`config.mk`:
```
export PLATFORM = sky130hd
export DESIGN_NAME = flow_cfg
export DESIGN_NICKNAME = d
export VERILOG_FILES = /design/src/core/flow_cfg_pkg.sv /design/src/core/flow_cfg.sv
export SDC_FILE = /design/constraint.sdc
export NUM_CORES = 1
export LEC_CHECK = 0
export BUFFER_PORTS_ARGS = -buffer_cell sky130_fd_sc_hd__buf_4
export CORE_ASPECT_RATIO = 0.8
export CORE_UTILIZATION = 53
export CTS_BUF_LIST = sky130_fd_sc_hd__clkbuf_16
export DETAILED_ROUTE_END_ITERATION = 16
export GPL_TIMING_DRIVEN = 1
export MAX_ROUTING_LAYER = met4
export PLACE_DENSITY = 0.77
export RECOVER_POWER = 50
export SYNTH_ARGS = -nofsm -noshare
export SYNTH_HDL_FRONTEND = slang
export SYNTH_SLANG_ARGS = --single-unit
```
`constraint.sdc`:
```
create_clock -name CLK_I -period 1.71 [get_ports CLK_I]
set_input_delay 0.2565 -clock CLK_I [delete_from_list [all_inputs] [get_ports CLK_I]]
set_output_delay 0.2565 -clock CLK_I [all_outputs]
set_load 0.005 [all_outputs]
```
`src/core/flow_cfg_pkg.sv`:
```
// Shared constants and state types for the channel configuration block
package flow_cfg_pkg;
	localparam int AW = 5;
	// Register indices on the plain register port
	localparam logic [4:0] A_IER   = 5'h00;
	localparam logic [4:0] A_ISR   = 5'h01;
	localparam logic [4:0] A_FCR   = 5'h02;
	localparam logic [4:0] A_LCR   = 5'h03;
	localparam logic [4:0] A_MCR   = 5'h04;
	localparam logic [4:0] A_LSR   = 5'h05;
	localparam logic [4:0] A_MSR   = 5'h06;
	localparam logic [4:0] A_SPR   = 5'h07;
	localparam logic [4:0] A_DLL   = 5'h08;
	localparam logic [4:0] A_DLM   = 5'h09;
	localparam logic [4:0] A_DLD   = 5'h0A;
	localparam logic [4:0] A_FCTL  = 5'h0B;
	localparam logic [4:0] A_EFEAT = 5'h0C;
	localparam logic [4:0] A_TRG   = 5'h0D;
	localparam logic [4:0] A_RES1  = 5'h0E;
	localparam logic [4:0] A_RES2  = 5'h0F;
	localparam logic [4:0] A_PAU1  = 5'h10;
	localparam logic [4:0] A_PAU2  = 5'h11;
	// Reset values
	localparam logic [7:0] ISR_RST  = 8'h01;
	localparam logic [7:0] LSR_RST  = 8'h60;
	localparam logic [7:0] SPR_RST  = 8'hFF;
	localparam logic [7:0] ENHANCED_MODE_SELECT_RST = 8'h80;
	localparam logic [7:0] DLL_POR  = 8'h01;
	localparam logic [7:0] DLM_POR  = 8'h00;
	// Field positions
	localparam int FCTL_TXSEL = 7;
	localparam int FCTL_SWAP  = 6;
	localparam int EF_ENH     = 4;
	localparam logic [7:0] IER_ENH = 8'hF0;
	localparam logic [7:0] ISR_ENH = 8'h30;
	localparam logic [7:0] FCR_ENH = 8'h30;
	localparam logic [7:0] MCR_ENH = 8'hE0;
	localparam logic [1:0] FC_OFF  = 2'b00;
	localparam logic [1:0] FC_ONE  = 2'b10;
	localparam logic [1:0] FC_TWO  = 2'b01;
	localparam logic [1:0] FC_BOTH = 2'b11;

	typedef enum logic [2:0] {
		TX_IDLE = 3'b001,
		TX_ONE  = 3'b010,
		TX_TWO  = 3'b100
	} tx_state_e;

	typedef struct packed {
		logic [7:0] irq_enable_reg;
		logic [7:0] irq_status_reg;
		logic [7:0] fifo_control;
		logic [7:0] line_control;
		logic [7:0] modem_control;
		logic [7:0] line_status;
		logic [3:0] msr_lo;
		logic [3:0] modem_prev;
		logic [7:0] scratch_byte;
		logic [7:0] enhanced_mode_select;
		logic       alt_tx;
		logic [7:0] divisor_fraction;
		logic [7:0] fctl;
		logic [7:0] efeat;
		logic [7:0] trg_rx;
		logic [7:0] trg_tx;
		logic [7:0] res1;
		logic [7:0] res2;
		logic [7:0] pau1;
		logic [7:0] pau2;
		logic [7:0] rdata;
		logic       seen_res1;
		logic       seen_pau1;
		logic       rx_pause;
		logic       rx_resume;
		tx_state_e  tx_st;
		logic       tx_kind;
		logic [7:0] tx_char;
		logic       tx_vld;
		logic       irq;
		logic       irq_oe16_n;
		logic       irq_oe68_n;
		logic [1:0] tx485;
		logic [1:0] rx485;
		logic       aux_tx;
	} state_s;

	typedef struct packed {
		logic [7:0] dll;
		logic [7:0] divisor_high;
	} div_s;
endpackage

```
`src/core/flow_cfg.sv`:
```
// One UART channel: flow control, enhanced write gate and reset behaviour
//
// Local design decisions: the plain strobed port and the address map.
`timescale 1ns/100ps
module flow_cfg
	import flow_cfg_pkg::*;
(
	input  wire logic          CLK_I,        // Channel clock, 20 MHz
	input  wire logic          RSTN_I,       // Reset pin, async, active low
	input  wire logic          PORN_I,       // Power-up reset, async, active low
	input  wire logic          CE_I,         // Clock enable, freezes all state
	input  wire logic [AW-1:0] ADDR_I,       // Register index
	input  wire logic [7:0]    WDATA_I,      // Write data
	input  wire logic          WR_I,         // Write strobe
	input  wire logic          RD_I,         // Read strobe
	output logic [7:0]         RDATA_O,      // Read data, cycle after strobe
	input  wire logic [7:0]    ISR_I,        // Interrupt status from core
	input  wire logic [7:0]    LSR_I,        // Line status from core
	input  wire logic [3:0]    MODEM_I,      // Modem inputs, pin levels
	input  wire logic [7:0]    RX_CNT_I,     // Receive FIFO fill
	input  wire logic [7:0]    TX_CNT_I,     // Transmit FIFO fill
	input  wire logic [7:0]    RX_CHAR_I,    // Received character
	input  wire logic          RX_VLD_I,     // Received character valid
	output logic               RX_PAUSE_O,   // Pause seen, pulse
	output logic               RX_RESUME_O,  // Resume seen, pulse
	input  wire logic          TX_REQ_I,     // Request a flow character send
	input  wire logic          TX_KIND_I,    // 1 pause, 0 resume
	input  wire logic          TX_TAKEN_I,   // Transmitter took the character
	output logic [7:0]         TX_CHAR_O,    // Flow character to send
	output logic               TX_VLD_O,     // Flow character valid
	output logic [7:0]         TRG_RX_O,     // Receive trigger level
	output logic [7:0]         TRG_TX_O,     // Transmit trigger level
	output logic [15:0]        DIV_O,        // Integer divisor
	output logic [7:0]         DIV_FRAC_O,   // Fraction divisor
	input  wire logic          BUS68_I,      // Bus mode strap, 1 = 68 style
	input  wire logic          IRQ_REQ_I,    // Interrupt request, active high
	output logic               IRQ_O,        // Interrupt pin level
	output logic               IRQ_OE16_N_O, // Pin enable in 16 mode, low drives
	output logic               IRQ_OE68_N_O, // Pin enable in 68 mode, low drives
	input  wire logic [1:0]    TX_LINE_I,    // Serial out of both channels
	input  wire logic [1:0]    RX_LINE_I,    // Receiver enables of both channels
	output logic [1:0]         TX485_O,      // Line driver inputs
	output logic [1:0]         RX485_O,      // Line receiver controls
	output logic               AUX_TX_O      // Aux CMOS transmit output
);

	state_s st_r;
	state_s st_nxt;
	div_s   div_r;
	div_s   div_nxt;

	// Either of two characters, each enabled by one select bit
	function automatic logic hit(input logic [7:0] c, input logic [7:0] one,
		input logic [7:0] two, input logic [1:0] sel);
		hit = (sel[1] && (c == one)) || (sel[0] && (c == two));
	endfunction

	// Write under the enhance gate: gated bits keep old value when locked
	function automatic logic [7:0] gate(input logic [7:0] old, input logic [7:0] wd,
		input logic [7:0] msk, input logic en);
		gate = en ? wd : ((old & msk) | (wd & ~msk));
	endfunction

	logic [1:0] tx_mode;
	logic [1:0] rx_mode;
	logic       enh;
	logic       wr;
	logic       rd;
	logic [7:0] cnt_sel;
	logic [7:0] lvl_view;

	assign tx_mode = st_r.efeat[3:2];
	assign rx_mode = st_r.efeat[1:0];
	assign enh     = st_r.efeat[EF_ENH];
	assign wr      = CE_I && WR_I;
	assign rd      = CE_I && RD_I;
	assign cnt_sel = st_r.fctl[FCTL_TXSEL] ? TX_CNT_I : RX_CNT_I;

	always_comb
	begin
		if (st_r.enhanced_mode_select[0] == 1'b0)
		begin
			lvl_view = RX_CNT_I;
		end
		else if (st_r.enhanced_mode_select[1] == 1'b0)
		begin
			lvl_view = TX_CNT_I;
		end
		else
		begin
			lvl_view = st_r.alt_tx ? TX_CNT_I : RX_CNT_I;
		end
	end

	always_comb
	begin
		st_nxt  = st_r;
		div_nxt = div_r;
		if (CE_I)
		begin
			// Status shadows; enhanced status bits stay under software control
			st_nxt.irq_status_reg = (ISR_I & ~ISR_ENH) | (st_r.irq_status_reg & ISR_ENH);
			st_nxt.line_status = LSR_I;
			st_nxt.modem_prev = MODEM_I;
			// Delta bits: a change in the read cycle still sets them
			if (rd && (ADDR_I == A_MSR))
			begin
				st_nxt.msr_lo = 4'h0;
			end
			st_nxt.msr_lo = st_nxt.msr_lo | (MODEM_I ^ st_r.modem_prev);
			st_nxt.rdata = 8'h00;
			st_nxt.rx_pause = 1'b0;
			st_nxt.rx_resume = 1'b0;

			if (wr)
			begin
				if (ADDR_I == A_IER)
					st_nxt.irq_enable_reg = gate(st_r.irq_enable_reg, WDATA_I, IER_ENH, enh);
				else if (ADDR_I == A_ISR)
				begin
					if (enh)
					begin
						st_nxt.irq_status_reg = (st_nxt.irq_status_reg & ~ISR_ENH) | (WDATA_I & ISR_ENH);
					end
				end
				else if (ADDR_I == A_FCR)
					st_nxt.fifo_control = gate(st_r.fifo_control, WDATA_I, FCR_ENH, enh);
				else if (ADDR_I == A_LCR)
					st_nxt.line_control = WDATA_I;
				else if (ADDR_I == A_MCR)
					st_nxt.modem_control = gate(st_r.modem_control, WDATA_I, MCR_ENH, enh);
				else if (ADDR_I == A_SPR)
				begin
					if (st_r.fctl[FCTL_SWAP])
					begin
						st_nxt.enhanced_mode_select = WDATA_I;
						st_nxt.alt_tx = 1'b0;
					end
					else
					begin
						st_nxt.scratch_byte = WDATA_I;
					end
				end
				else if (ADDR_I == A_DLL)
					div_nxt.dll = WDATA_I;
				else if (ADDR_I == A_DLM)
					div_nxt.divisor_high = WDATA_I;
				else if (ADDR_I == A_DLD)
				begin
					if (enh)
					begin
						st_nxt.divisor_fraction = WDATA_I;
					end
				end
				else if (ADDR_I == A_FCTL)
					st_nxt.fctl = WDATA_I;
				else if (ADDR_I == A_EFEAT)
				begin
					// Sequence flags restart; a char arriving in this cycle under an old sequence mode still sets them
					st_nxt.efeat = WDATA_I;
					st_nxt.seen_res1 = 1'b0;
					st_nxt.seen_pau1 = 1'b0;
				end
				else if (ADDR_I == A_TRG)
				begin
					if (st_r.fctl[FCTL_TXSEL])
					begin
						st_nxt.trg_tx = WDATA_I;
					end
					else
					begin
						st_nxt.trg_rx = WDATA_I;
					end
				end
				else if (ADDR_I == A_RES1)
					st_nxt.res1 = WDATA_I;
				else if (ADDR_I == A_RES2)
					st_nxt.res2 = WDATA_I;
				else if (ADDR_I == A_PAU1)
					st_nxt.pau1 = WDATA_I;
				else if (ADDR_I == A_PAU2)
					st_nxt.pau2 = WDATA_I;
			end

			if (rd)
			begin
				if (ADDR_I == A_IER)
					st_nxt.rdata = st_r.irq_enable_reg;
				else if (ADDR_I == A_ISR)
					st_nxt.rdata = st_r.irq_status_reg;
				else if (ADDR_I == A_LCR)
					st_nxt.rdata = st_r.line_control;
				else if (ADDR_I == A_MCR)
					st_nxt.rdata = st_r.modem_control;
				else if (ADDR_I == A_LSR)
					st_nxt.rdata = st_r.line_status;
				else if (ADDR_I == A_MSR)
					st_nxt.rdata = {~MODEM_I, st_r.msr_lo};
				else if (ADDR_I == A_SPR)
				begin
					if (st_r.fctl[FCTL_SWAP])
					begin
						st_nxt.rdata = lvl_view;
						st_nxt.alt_tx = ~st_r.alt_tx;
					end
					else
					begin
						st_nxt.rdata = st_r.scratch_byte;
					end
				end
				else if (ADDR_I == A_DLL)
					st_nxt.rdata = div_r.dll;
				else if (ADDR_I == A_DLM)
					st_nxt.rdata = div_r.divisor_high;
				else if (ADDR_I == A_DLD)
					st_nxt.rdata = st_r.divisor_fraction;
				else if (ADDR_I == A_FCTL)
					st_nxt.rdata = st_r.fctl;
				else if (ADDR_I == A_EFEAT)
					st_nxt.rdata = st_r.efeat;
				else if (ADDR_I == A_TRG)
					st_nxt.rdata = cnt_sel;
				else if (ADDR_I == A_RES1)
					st_nxt.rdata = st_r.res1;
				else if (ADDR_I == A_RES2)
					st_nxt.rdata = st_r.res2;
				else if (ADDR_I == A_PAU1)
					st_nxt.rdata = st_r.pau1;
				else if (ADDR_I == A_PAU2)
					st_nxt.rdata = st_r.pau2;
			end

			// Receive comparison; mode 00 compares nothing
			if (RX_VLD_I && (rx_mode != FC_OFF))
			begin
				if ((rx_mode != FC_BOTH) || (tx_mode == FC_ONE) || (tx_mode == FC_TWO))
				begin
					// Single pair, or either pair when receive bits are 11 and transmit bits are 10 or 01
					st_nxt.rx_pause = hit(RX_CHAR_I, st_r.pau1, st_r.pau2, rx_mode);
					st_nxt.rx_resume = hit(RX_CHAR_I, st_r.res1, st_r.res2, rx_mode);
				end
				else
				begin
					// Two-character sequence: first then second, nothing between
					st_nxt.rx_pause = st_r.seen_pau1 && (RX_CHAR_I == st_r.pau2);
					st_nxt.rx_resume = st_r.seen_res1 && (RX_CHAR_I == st_r.res2);
					st_nxt.seen_pau1 = (RX_CHAR_I == st_r.pau1);
					st_nxt.seen_res1 = (RX_CHAR_I == st_r.res1);
				end
			end

			// Transmit sequencer; select bits are read live, software must
			// zero them before changing mode
			case (st_r.tx_st)
				TX_IDLE:
				begin
					if (TX_REQ_I && (tx_mode != FC_OFF))
					begin
						st_nxt.tx_kind = TX_KIND_I;
						st_nxt.tx_vld = 1'b1;
						if (tx_mode[1])
						begin
							st_nxt.tx_st = TX_ONE;
							st_nxt.tx_char = TX_KIND_I ? st_r.pau1 : st_r.res1;
						end
						else
						begin
							st_nxt.tx_st = TX_TWO;
							st_nxt.tx_char = TX_KIND_I ? st_r.pau2 : st_r.res2;
						end
					end
				end
				TX_ONE:
				begin
					if (TX_TAKEN_I)
					begin
						if (tx_mode == FC_BOTH)
						begin
							st_nxt.tx_st = TX_TWO;
							st_nxt.tx_char = st_r.tx_kind ? st_r.pau2 : st_r.res2;
						end
						else
						begin
							st_nxt.tx_st = TX_IDLE;
							st_nxt.tx_vld = 1'b0;
						end
					end
				end
				TX_TWO:
				begin
					if (TX_TAKEN_I)
					begin
						st_nxt.tx_st = TX_IDLE;
						st_nxt.tx_vld = 1'b0;
					end
				end
				default:
				begin
					st_nxt.tx_st = TX_IDLE;
					st_nxt.tx_vld = 1'b0;
				end
			endcase

			// Pins after reset: both bus modes drive the interrupt line
			st_nxt.irq = BUS68_I ? ~IRQ_REQ_I : IRQ_REQ_I;
			st_nxt.irq_oe16_n = 1'b0;
			st_nxt.irq_oe68_n = 1'b0;
			st_nxt.tx485 = TX_LINE_I;
			st_nxt.rx485 = RX_LINE_I;
			st_nxt.aux_tx = TX_LINE_I[1];
		end
	end

	// Reset pin: everything except the integer divisor
	always_ff @(posedge CLK_I or negedge RSTN_I)
	begin
		if (!RSTN_I)
		begin
			st_r <= '0;
			st_r.tx_st <= TX_IDLE;
			st_r.irq_status_reg <= ISR_RST;
			st_r.line_status <= LSR_RST;
			st_r.scratch_byte <= SPR_RST;
			st_r.enhanced_mode_select <= ENHANCED_MODE_SELECT_RST;
			st_r.irq <= 1'b1;
			st_r.irq_oe16_n <= 1'b1;
			st_r.irq_oe68_n <= 1'b0;
			st_r.aux_tx <= 1'b1;
		end
		else
		begin
			st_r <= st_nxt;
		end
	end

	// Integer divisor survives the reset pin
	always_ff @(posedge CLK_I or negedge PORN_I)
	begin
		if (!PORN_I)
		begin
			div_r.dll <= DLL_POR;
			div_r.divisor_high <= DLM_POR;
		end
		else
		begin
			div_r <= div_nxt;
		end
	end

	assign RDATA_O      = st_r.rdata;
	assign RX_PAUSE_O   = st_r.rx_pause;
	assign RX_RESUME_O  = st_r.rx_resume;
	assign TX_CHAR_O    = st_r.tx_char;
	assign TX_VLD_O     = st_r.tx_vld;
	assign TRG_RX_O     = st_r.trg_rx;
	assign TRG_TX_O     = st_r.trg_tx;
	assign DIV_O        = {div_r.divisor_high, div_r.dll};
	assign DIV_FRAC_O   = st_r.divisor_fraction;
	assign IRQ_O        = st_r.irq;
	assign IRQ_OE16_N_O = st_r.irq_oe16_n;
	assign IRQ_OE68_N_O = st_r.irq_oe68_n;
	assign TX485_O      = st_r.tx485;
	assign RX485_O      = st_r.rx485;
	assign AUX_TX_O     = st_r.aux_tx;

endmodule

```
==> metrics, run 1 <==
Die Wd=157 µm; pwr/cell area=925 nW/µm²; failing checks=negative setup slack; Routed WL per cell=23.5 µm; Setup crit end kind=flop; drt drc=0; DR iter-0 viols=672; critical path's largest stage delay=0.38 ns; Yosys reg bits=179; # fillers=1463; register area=4500 µm²; pin count of the biggest net entering global routing=49; Ys Warns=0; worst slew pin tran=1.11 ns; critical path arrival=2.07 ns; Clock Path Buffers=2; first-pass GRT wire length=50300 µm; ys async rst share=1.00; post-DP HPWL=24300 µm; Final Hold Viols=0; Critical Path Start Type=flop; Overflow after GRT=0; multi-input combinational cell area=5290 µm²; highest routed layer=met4; pre-CTS WS=-0.670 ns; WL met1=14800 µm; Max IR drop VDD=0.588 mV; Rel. slew slack=0.258; post-synthesis sequential area ratio=0.442; Final Max Tran Viols=0; Final Critical Period=1.74 ns; share of cells above drive strength 1=0.488; clock sinks=179; crit-path leading delay family=compound AO/OA/AOI/OAI gates; f_max=574 MHz; WHS=0.0306 ns; Root Driver=clkbuf_16; via count=8587; placer congestion estimate=1.02; die area=19800 µm²; initial core utilization=0.551; period utilization=1.02; cts bufs inserted=17; net count reported at finish=1206; Layout Utilization=0.704; via/cell ratio=6.13; outcome=complete, but fails checks; # IOs=140; worst path cell trace=nand2b_4, and2_4, mux2i_1, a21oi_1, o31a_1, a211o_1; Max Cap Viol=0; met2 wire len=14200 µm; Req. time, crit path=2.04 ns; H-tree Lvls=4; core area=18500 µm²; PnR worst setup slack=-0.0313 ns; area grow syn2layout=27.8%; CTS tree=yes; number of global-route vias before repair=8522; DR pass1 iterations=5; Synth cell types=73; leakage=5.92 nW; Min-Delay Path Class=input port to flop; RSZ-0062 raised after global routing=true; clk_lat worst skew=0.45 ns; final wirelength=32800 µm; Final ANT Viol Nets=0; die height=126 µm; CP Class=flop to flop; IO buf count=136; Worst-path clk slew=0.08 ns; ys flop type=dfrtp_1; All-Layer GR Usage=0.354; Syn Area/Cell=10.9 µm²; Worst Path Max Fanout=5; Final TNS setup=-0.0553 ns; Net Count, Synth=1004; dpl cells=1361; initial antenna violation count=2; Rows=44; Crit path buffers/inverters=0; CP max-delay cell=dfrtp_1; post-synthesis cell count=931; Post-Layout Cell Count=1400; clk_skew=0.0166 ns; mapped cell area=10200 µm²; met3 wire length=3250 µm; Final setup viols=2; Post-synth EDFFs=0
==> cell usage after synthesis, drive strengths merged (5+ instances only) <==
master / instances / area [µm²]
nor3b: 8 / 76.3
a31oi: 5 / 31.3
dfrtp: 163 / 4080
a22oi: 7 / 52.6
a211oi: 5 / 37.5
o21ai: 58 / 290
dfstp: 16 / 420
mux2: 157 / 1770
nand3: 23 / 115
and2: 5 / 31.3
nand2b: 11 / 68.8
nor4: 13 / 141
a21oi: 43 / 215
a221oi: 5 / 43.8
nand2: 64 / 248
nor2: 32 / 125
or3: 5 / 31.3
mux2i: 32 / 320
clkbuf: 27 / 101
nor2b: 14 / 87.6
inv: 11 / 41.3
nor3: 13 / 91.3
a32oi: 5 / 43.8
buf: 78 / 526
xor2: 21 / 184
xnor2: 17 / 149
mux4: 8 / 180
o22ai: 17 / 106
==> layout by cell type (no fill, tap or decap), drive strengths merged, types with 4 or more instances in the layout <==
cell type,n
buf,275
dfrtp,163
mux2,157
nand2,64
o21ai,58
a21oi,43
nor2,32
mux2i,32
clkbuf,28
nand3,23
xor2,21
inv,19
xnor2,17
o22ai,17
dfstp,16
nor2b,14
nor3,13
nor4,13
nand2b,11
mux4,8
nor3b,8
a22oi,7
a221oi,5
or3,5
a31oi,5
a32oi,5
and2,5
a211oi,5
o31ai,4
o31a,4
clkinvlp,4
o2111ai,4
o32ai,4
==> worst paths after layout <==
kind | startpoint | endpoint | slack (ns) | cells after the start
worst min register to register | AUX_TX_O | AUX_TX_O | 0.47 | 2
worst max register to register | st_r[105] | RDATA_O[1] | -0.03 | 6
worst max-delay path | st_r[105] | RDATA_O[1] | -0.03 | 6
max in group asynchronous | RSTN_I | st_r[162] | 0.25 | 3
worst min-delay path | LSR_I[0] | st_r[130] | 0.03 | 3
min in group asynchronous | PORN_I | DIV_O[8] | 0.45 | 2
==> worst register-to-register path, delay by kind of cell (launching register included) <==
kind,cells,cell delay (ns)
AND/OR/NAND/NOR,2,0.34
multiplexers,1,0.21
AO/OA/AOI/OAI,3,0.69
flip-flops,1,0.38
==> kinds of logic (layout without fill, tap and decap cells) <==
group,Yosys count,in the layout,synth area share
AO/OA/AOI/OAI,192,192,0.120
XOR/XNOR,38,38,0.0327
buffers and inverters,116,331,0.0656
flip-flops,179,179,0.442
multiplexers,197,197,0.223
other,1,2,0.000368
AND/OR/NAND/NOR,208,208,0.117
==> layer usage <==
metal / track usage / vias to the layer above
met1: 0.508 / 4348
met3: 0.0898 / 43
li1: - / 3764
met2: 0.500 / 432
met5: - / -
met4: 0.0840 / 0
==> flip-flops by register name, summed over array words and instances, names as in the netlist, 2 cells and up <==
signal,flops
DIV_FRAC_O,8
DIV_O,16
RDATA_O,8
RX485_O,2
TRG_RX_O,8
TRG_TX_O,8
TX485_O,2
TX_CHAR_O,8
rx_mode,2
st_r,110
==> cell type report <==
| class | count | area share |
|---|---|---|
| sequential | 179 | 0.346 |
| antenna | 1 | 0.000192 |
| clock inverter | 15 | 0.0115 |
| clock buffer | 17 | 0.0327 |
| tap | 253 | 0.0243 |
| inverter | 11 | 0.00317 |
| timing repair buffer | 288 | 0.177 |
| multi-input combinational | 636 | 0.406 |
==> what timing repair did <==
action / 4_1_cts / 5_1_grt
buffers inserted: 2 / 2
setup endpoints to repair: 9 / 21
pin swaps: 17 / 14
endpoints found under the hold margin: 48 / 0
gates resized for setup: 36 / 27
hold buffers: 2 / 0
==> power by group <==
group / switching (mW) / leakage [nW] / internal [mW] / total, mW
clock: 1.85 / 0.273 / 2.05 / 3.90
sequential: 0.518 / 2.30 / 4.74 / 5.26
combinational: 1.38 / 3.34 / 1.50 / 2.89
total: 3.75 / 5.92 / 8.30 / 12.0
==> metrics by stage <==
stage / total power, mW / cell area, µm²
after floorplan: 6.74 / 10200
after global placement: 7.90 / 12100
after detailed placement: 7.97 / 12100
after CTS: 11.9 / 12900
after global routing: 12.5 / 13000
final: 12.0 / 13000
Power figures use the tool's default switching activity.
==> run 2, diff against run 1 <==
--- a/config.mk
+++ b/config.mk
@@ -11,7 +11,6 @@
 export CTS_BUF_LIST = sky130_fd_sc_hd__clkbuf_16
 export DETAILED_ROUTE_END_ITERATION = 16
 export GPL_TIMING_DRIVEN = 1
-export MAX_ROUTING_LAYER = met4
 export PLACE_DENSITY = 0.77
 export RECOVER_POWER = 50
 export SYNTH_ARGS = -nofsm -noshare
==> run 2 against run 1 <==
The run still ends with negative setup slack left. Final area decreased by 1.0%. Hold slack improved by 0.0072 ns. Register-to-register slack about the same. Critical path depth increased by 1. Critical endpoint unchanged. Clock skew decreased by 0.0085 ns. Count of clock-buffer cells in the layout unchanged. Sequential power about the same.
==> metrics, run 2 (synthesis results as in run 1) <==
Clock Path Buffers=2; Min-Delay Path Class=input port to flop; All-Layer GR Usage=0.341; cts bufs inserted=17; Final Hold Viols=0; share of cells above drive strength 1=0.480; R2R Setup Slk=-0.04 ns; Max Cap Viol=0; failing checks=negative setup slack; DR iter-0 viols=848; hold depth=3; drt drc=0; hold endpoint=st_r[134]; pin count of the biggest net entering global routing=49; die area=19800 µm²; first-pass GRT wire length=49800 µm; die height=126 µm; Rel. slew slack=0.433; f_max=570 MHz; number of flip-flops in the largest register=110; Routed WL per cell=23.2 µm; CP Class=flop to flop; Final Critical Period=1.75 ns; final wirelength=32400 µm; via/cell ratio=6.14; H-tree Lvls=4; most frequent cells in the layout=buf_4 (262), dfrtp_1 (161), mux2_2 (156), nand2_1 (61), o21ai_0 (46); commonest non-fill, non-tap cell in the layout=buf_4; IO buf count=136; r2r worst-path depth=7; clock sinks=179; Req. time, crit path=2.03 ns; Die Wd=157 µm; pwr/cell area=924 nW/µm²; post-DP HPWL=24000 µm; net count reported at finish=1201; Root Driver=clkbuf_16; # IOs=140; clk_skew=0.00818 ns; Rows=44; pre-CTS WS=-0.582 ns; Overflow after GRT=0; Worst Path Max Fanout=4; Min-Delay Startpoint=LSR_I[4]; Worst-path clk slew=0.07 ns; Final ANT Viol Nets=0; leakage=5.87 nW; number of global-route vias before repair=8471; Post-Layout Cell Count=1394; dpl cells=1355; worst r2r src=st_r[96]; Final setup viols=5; critical path arrival=2.08 ns; Final Max Tran Viols=0; R2R Path End=RDATA_O[1]; # fillers=1459; number of diodes=0; initial antenna violation count=0; initial core utilization=0.551; DR pass1 iterations=7; clk_lat worst skew=0.44 ns; Setup crit end kind=flop; area grow syn2layout=26.5%; Critical Path Start Type=flop; worst slew pin tran=0.850 ns; Final TNS setup=-0.125 ns; outcome=complete, but fails checks; Max IR drop VDD=0.595 mV; CTS tree=yes; placer congestion estimate=0.957; via count=8565; PnR worst setup slack=-0.0429 ns; RSZ-0062 raised after global routing=true; period utilization=1.03; Largest Register=st_r; core area=18500 µm²
run 2: changes by cell type in the layout (fill, tap and decap cells not counted), moves of 3 or more:
| cell | before | now |
|---|---|---|
| buf_12 | 11 | 7 |
| a21oi_2 | 7 | 4 |
| clkbuf_4 | 3 | 0 |
| inv_8 | 2 | 5 |
| o21ai_1 | 9 | 12 |
run 2: worst max-delay path, cell delays in order, from the launching register on:
cell	delay [ns]
dfrtp_2	0.45
buf_6	0.15
mux2_4	0.30
o21ai_1	0.13
nor2_1	0.06
a21oi_1	0.14
o221ai_1	0.12
a211o_1	0.27
run 2: worst max path at each step:
| stage | from | to |
|---|---|---|
| after floorplan | ADDR_I[3] | st_r[114] |
| after global placement | ADDR_I[1] | RDATA_O[7] |
| after detailed placement | ADDR_I[1] | RDATA_O[7] |
| after CTS | st_r[105] | RDATA_O[3] |
| after global routing | st_r[105] | RDATA_O[1] |
| final | st_r[96] | RDATA_O[1] |
run 2: timing repair:
item,4_1_cts,5_1_grt
gates resized for setup,31,27
hold buffers,2,0
pin swaps,15,10
endpoints found under the hold margin,48,0
setup endpoints to repair,15,20
setup buffers,3,2
run 2: per-layer routing:
| metal | GRT usage | share of wire |
|---|---|---|
| met5 | 0 | 0 |
| met4 | 0.104 | 0.021 |
| met3 | 0.0957 | 0.10 |
| met2 | 0.492 | 0.43 |
| met1 | 0.496 | 0.45 |
run 2: stage by stage:
step	total power [mW]	utilization	hold WS, ns	cell area (µm²)
after floorplan	6.74	-	-0.0391	10200
after global placement	7.87	0.653	0.122	12100
after detailed placement	7.95	0.653	0.122	12100
after CTS	11.8	0.693	0.0307	12800
after global routing	12.4	0.697	0.0409	12900
final	11.9	0.697	0.0378	12900
run 2: power breakdown:
| part | switching (mW) | internal (mW) | total, mW |
|---|---|---|---|
| clock network | 1.86 | 1.93 | 3.79 |
| logic | 1.36 | 1.48 | 2.84 |
| registers | 0.527 | 4.74 | 5.27 |
| total | 3.75 | 8.16 | 11.9 |
run 2: layout make-up:
type / count / area [µm²] / share of cell area
Clock buffer: 17 / 425 / 0.0330
Clock inverter: 15 / 141 / 0.0110
Inverter: 11 / 41.3 / 0.00320
Sequential cell: 179 / 4500 / 0.349
Timing Repair Buffer: 283 / 2210 / 0.171
Multi-Input combinational cell: 636 / 5260 / 0.408
Tap cell: 253 / 317 / 0.0246
==> run 3, diff against run 2 <==
--- a/config.mk
+++ b/config.mk
@@ -6,12 +6,14 @@
 export NUM_CORES = 1
 export LEC_CHECK = 0
 export BUFFER_PORTS_ARGS = -buffer_cell sky130_fd_sc_hd__buf_4
+export CELL_PAD_IN_SITES_DETAIL_PLACEMENT = 1
+export CELL_PAD_IN_SITES_GLOBAL_PLACEMENT = 1
 export CORE_ASPECT_RATIO = 0.8
-export CORE_UTILIZATION = 53
+export CORE_UTILIZATION = 42
 export CTS_BUF_LIST = sky130_fd_sc_hd__clkbuf_16
 export DETAILED_ROUTE_END_ITERATION = 16
 export GPL_TIMING_DRIVEN = 1
-export PLACE_DENSITY = 0.77
+export PLACE_DENSITY_LB_ADDON = 0.1
 export RECOVER_POWER = 50
 export SYNTH_ARGS = -nofsm -noshare
 export SYNTH_HDL_FRONTEND = slang
==> run 3 against run 2 <==
The flow still finishes with violations (negative setup slack). Flip-flop and latch count unchanged. Via count fell by 0.90%. Register-to-register slack got worse by 0.02 ns. Core utilization is 14 points lower. Die area is 26% higher. Combinational power increased by 4%. Hold slack got worse by 0.015 ns. Largest cell class unchanged.
==> metrics, run 3 (synthesis results as in run 1) <==
R2R Setup Slk=-0.06 ns; Die Wd=176 µm; outcome=complete, but fails checks; Max IR drop VDD=0.704 mV; initial core utilization=0.432; DR iter-0 viols=568; core area=23600 µm²; failing checks=negative setup slack; critical path's largest stage delay=0.46 ns; number of global-route vias before repair=8899; clock sinks=179; H-tree Lvls=4; Min-Delay Startpoint=LSR_I[0]; worst slew pin tran=1.33 ns; cts bufs inserted=17; Max Cap Viol=0; final wirelength=36500 µm; Rel. slew slack=0.111; drt drc=0; CP endpoint=RDATA_O[2]; area grow syn2layout=28.9%; pwr/cell area=934 nW/µm²; R2R Path End=RDATA_O[2]; All-Layer GR Usage=0.304; Rows=50; Routed WL per cell=24.9 µm; commonest non-fill, non-tap cell in the layout=buf_4; pin count of the biggest net entering global routing=46; Clock Path Buffers=2; CP Class=flop to flop; Overflow after GRT=0; Crit path depth=6; Largest Register=st_r; WHS=0.0229 ns; die area=24900 µm²; die height=141 µm; Final Max Tran Viols=0; via/cell ratio=5.78; initial antenna violation count=2; Final Critical Period=1.77 ns; r2r worst-path depth=6; first-pass GRT wire length=55700 µm; number of diodes=0; Setup crit end kind=flop; worst path cell trace=buf_6, mux2i_4, a21oi_2, a221o_1, a211oi_4, o21ai_1; Final setup viols=4; CTS tree=yes; Worst Path Max Fanout=4; critical path arrival=2.10 ns; CP max-delay cell=dfrtp_2; Min-Delay Path Class=input port to flop; post-DP HPWL=27800 µm; Crit path buffers/inverters=1; DR pass1 iterations=5; most frequent cells in the layout=buf_4 (275), dfrtp_1 (157), mux2_2 (156), nand2_1 (59), o21ai_0 (47); PnR worst setup slack=-0.0587 ns; Critical Path Start Type=flop; number of flip-flops in the largest register=110; dpl cells=1432; via count=8488; crit-path leading delay family=compound AO/OA/AOI/OAI gates; Final Hold Viols=0; f_max=565 MHz; Post-Layout Cell Count=1468; Req. time, crit path=2.05 ns; Final ANT Viol Nets=0; period utilization=1.03; placer congestion estimate=0.941; # IOs=140; clk_lat worst skew=0.45 ns; Worst-path clk slew=0.07 ns; net count reported at finish=1216; Worst setup startpoint=st_r[96]; Root Driver=clkbuf_16; clk_skew=0.0107 ns; IO buf count=136; RSZ-0062 raised after global routing=true; leakage=5.93 nW; worst r2r src=st_r[96]; share of cells above drive strength 1=0.499
run 3: how the worst min path moves through the flow:
stage	depth (start not counted)	slack (ns)	to
final	3	0.02	st_r[130]
after global routing	2	0.03	st_r[137]
after CTS	3	0.007	st_r[130]
after detailed placement	1	0.13	DIV_O[8]
after global placement	1	0.13	DIV_O[5]
after floorplan	0	-0.04	DIV_FRAC_O[0]
run 3: where the power goes:
group	switching, mW	internal, mW
registers	0.572	4.75
clock network	1.83	2.17
logic	1.42	1.53
run 3: through the flow:
| stage | area, µm² | setup TNS (ns) | total power, mW | setup slack [ns] | utilization |
|---|---|---|---|---|---|
| finish | 13100 | -0.126 | 12.3 | -0.0587 | 0.557 |
| global route | 13100 | -2.61 | 12.8 | -0.128 | 0.557 |
| CTS | 13000 | -0.276 | 12.2 | -0.0905 | 0.550 |
| detailed placement | 12300 | -12.56 | 8.09 | -0.435 | 0.521 |
| global placement | 12300 | -10.23 | 8.00 | -0.423 | 0.521 |
| floorplan | 10200 | -0.577 | 6.74 | -0.0649 | - |
run 3: per-layer routing:
| layer | global-route usage | vias to the layer above | part of all wire |
|---|---|---|---|
| met1 | 0.452 | 4355 | 0.47 |
| met5 | 0 | - | 0 |
| met4 | 0.0677 | 0 | 0.013 |
| li1 | - | 3776 | - |
| met3 | 0.0531 | 36 | 0.069 |
| met2 | 0.458 | 321 | 0.44 |
run 3: repair_timing:
action | in CTS | in global routing
resized for setup | 20 | 49
pin swaps | 4 | 17
endpoints found under the hold margin | 48 | 0
buffers inserted | 0 | 2
setup endpoints to repair | 27 | 22
hold buffers | 2 | 0
run 3: tightest hold or removal path: stages:
cell	delay, ns
buf_4	0.08
nand2_1	0.04
o21ai_0	0.05
run 3: final cells by class:
| class | instances | area (µm²) |
|---|---|---|
| Fill cell | 2542 | 10500 |
| Multi-Input combinational cell | 636 | 5310 |
| Sequential cell | 179 | 4510 |
| Timing Repair Buffer | 298 | 2310 |
| Clock buffer | 17 | 425 |
| Tap cell | 312 | 390 |
| Clock inverter | 15 | 154 |
| Inverter | 11 | 41.3 |
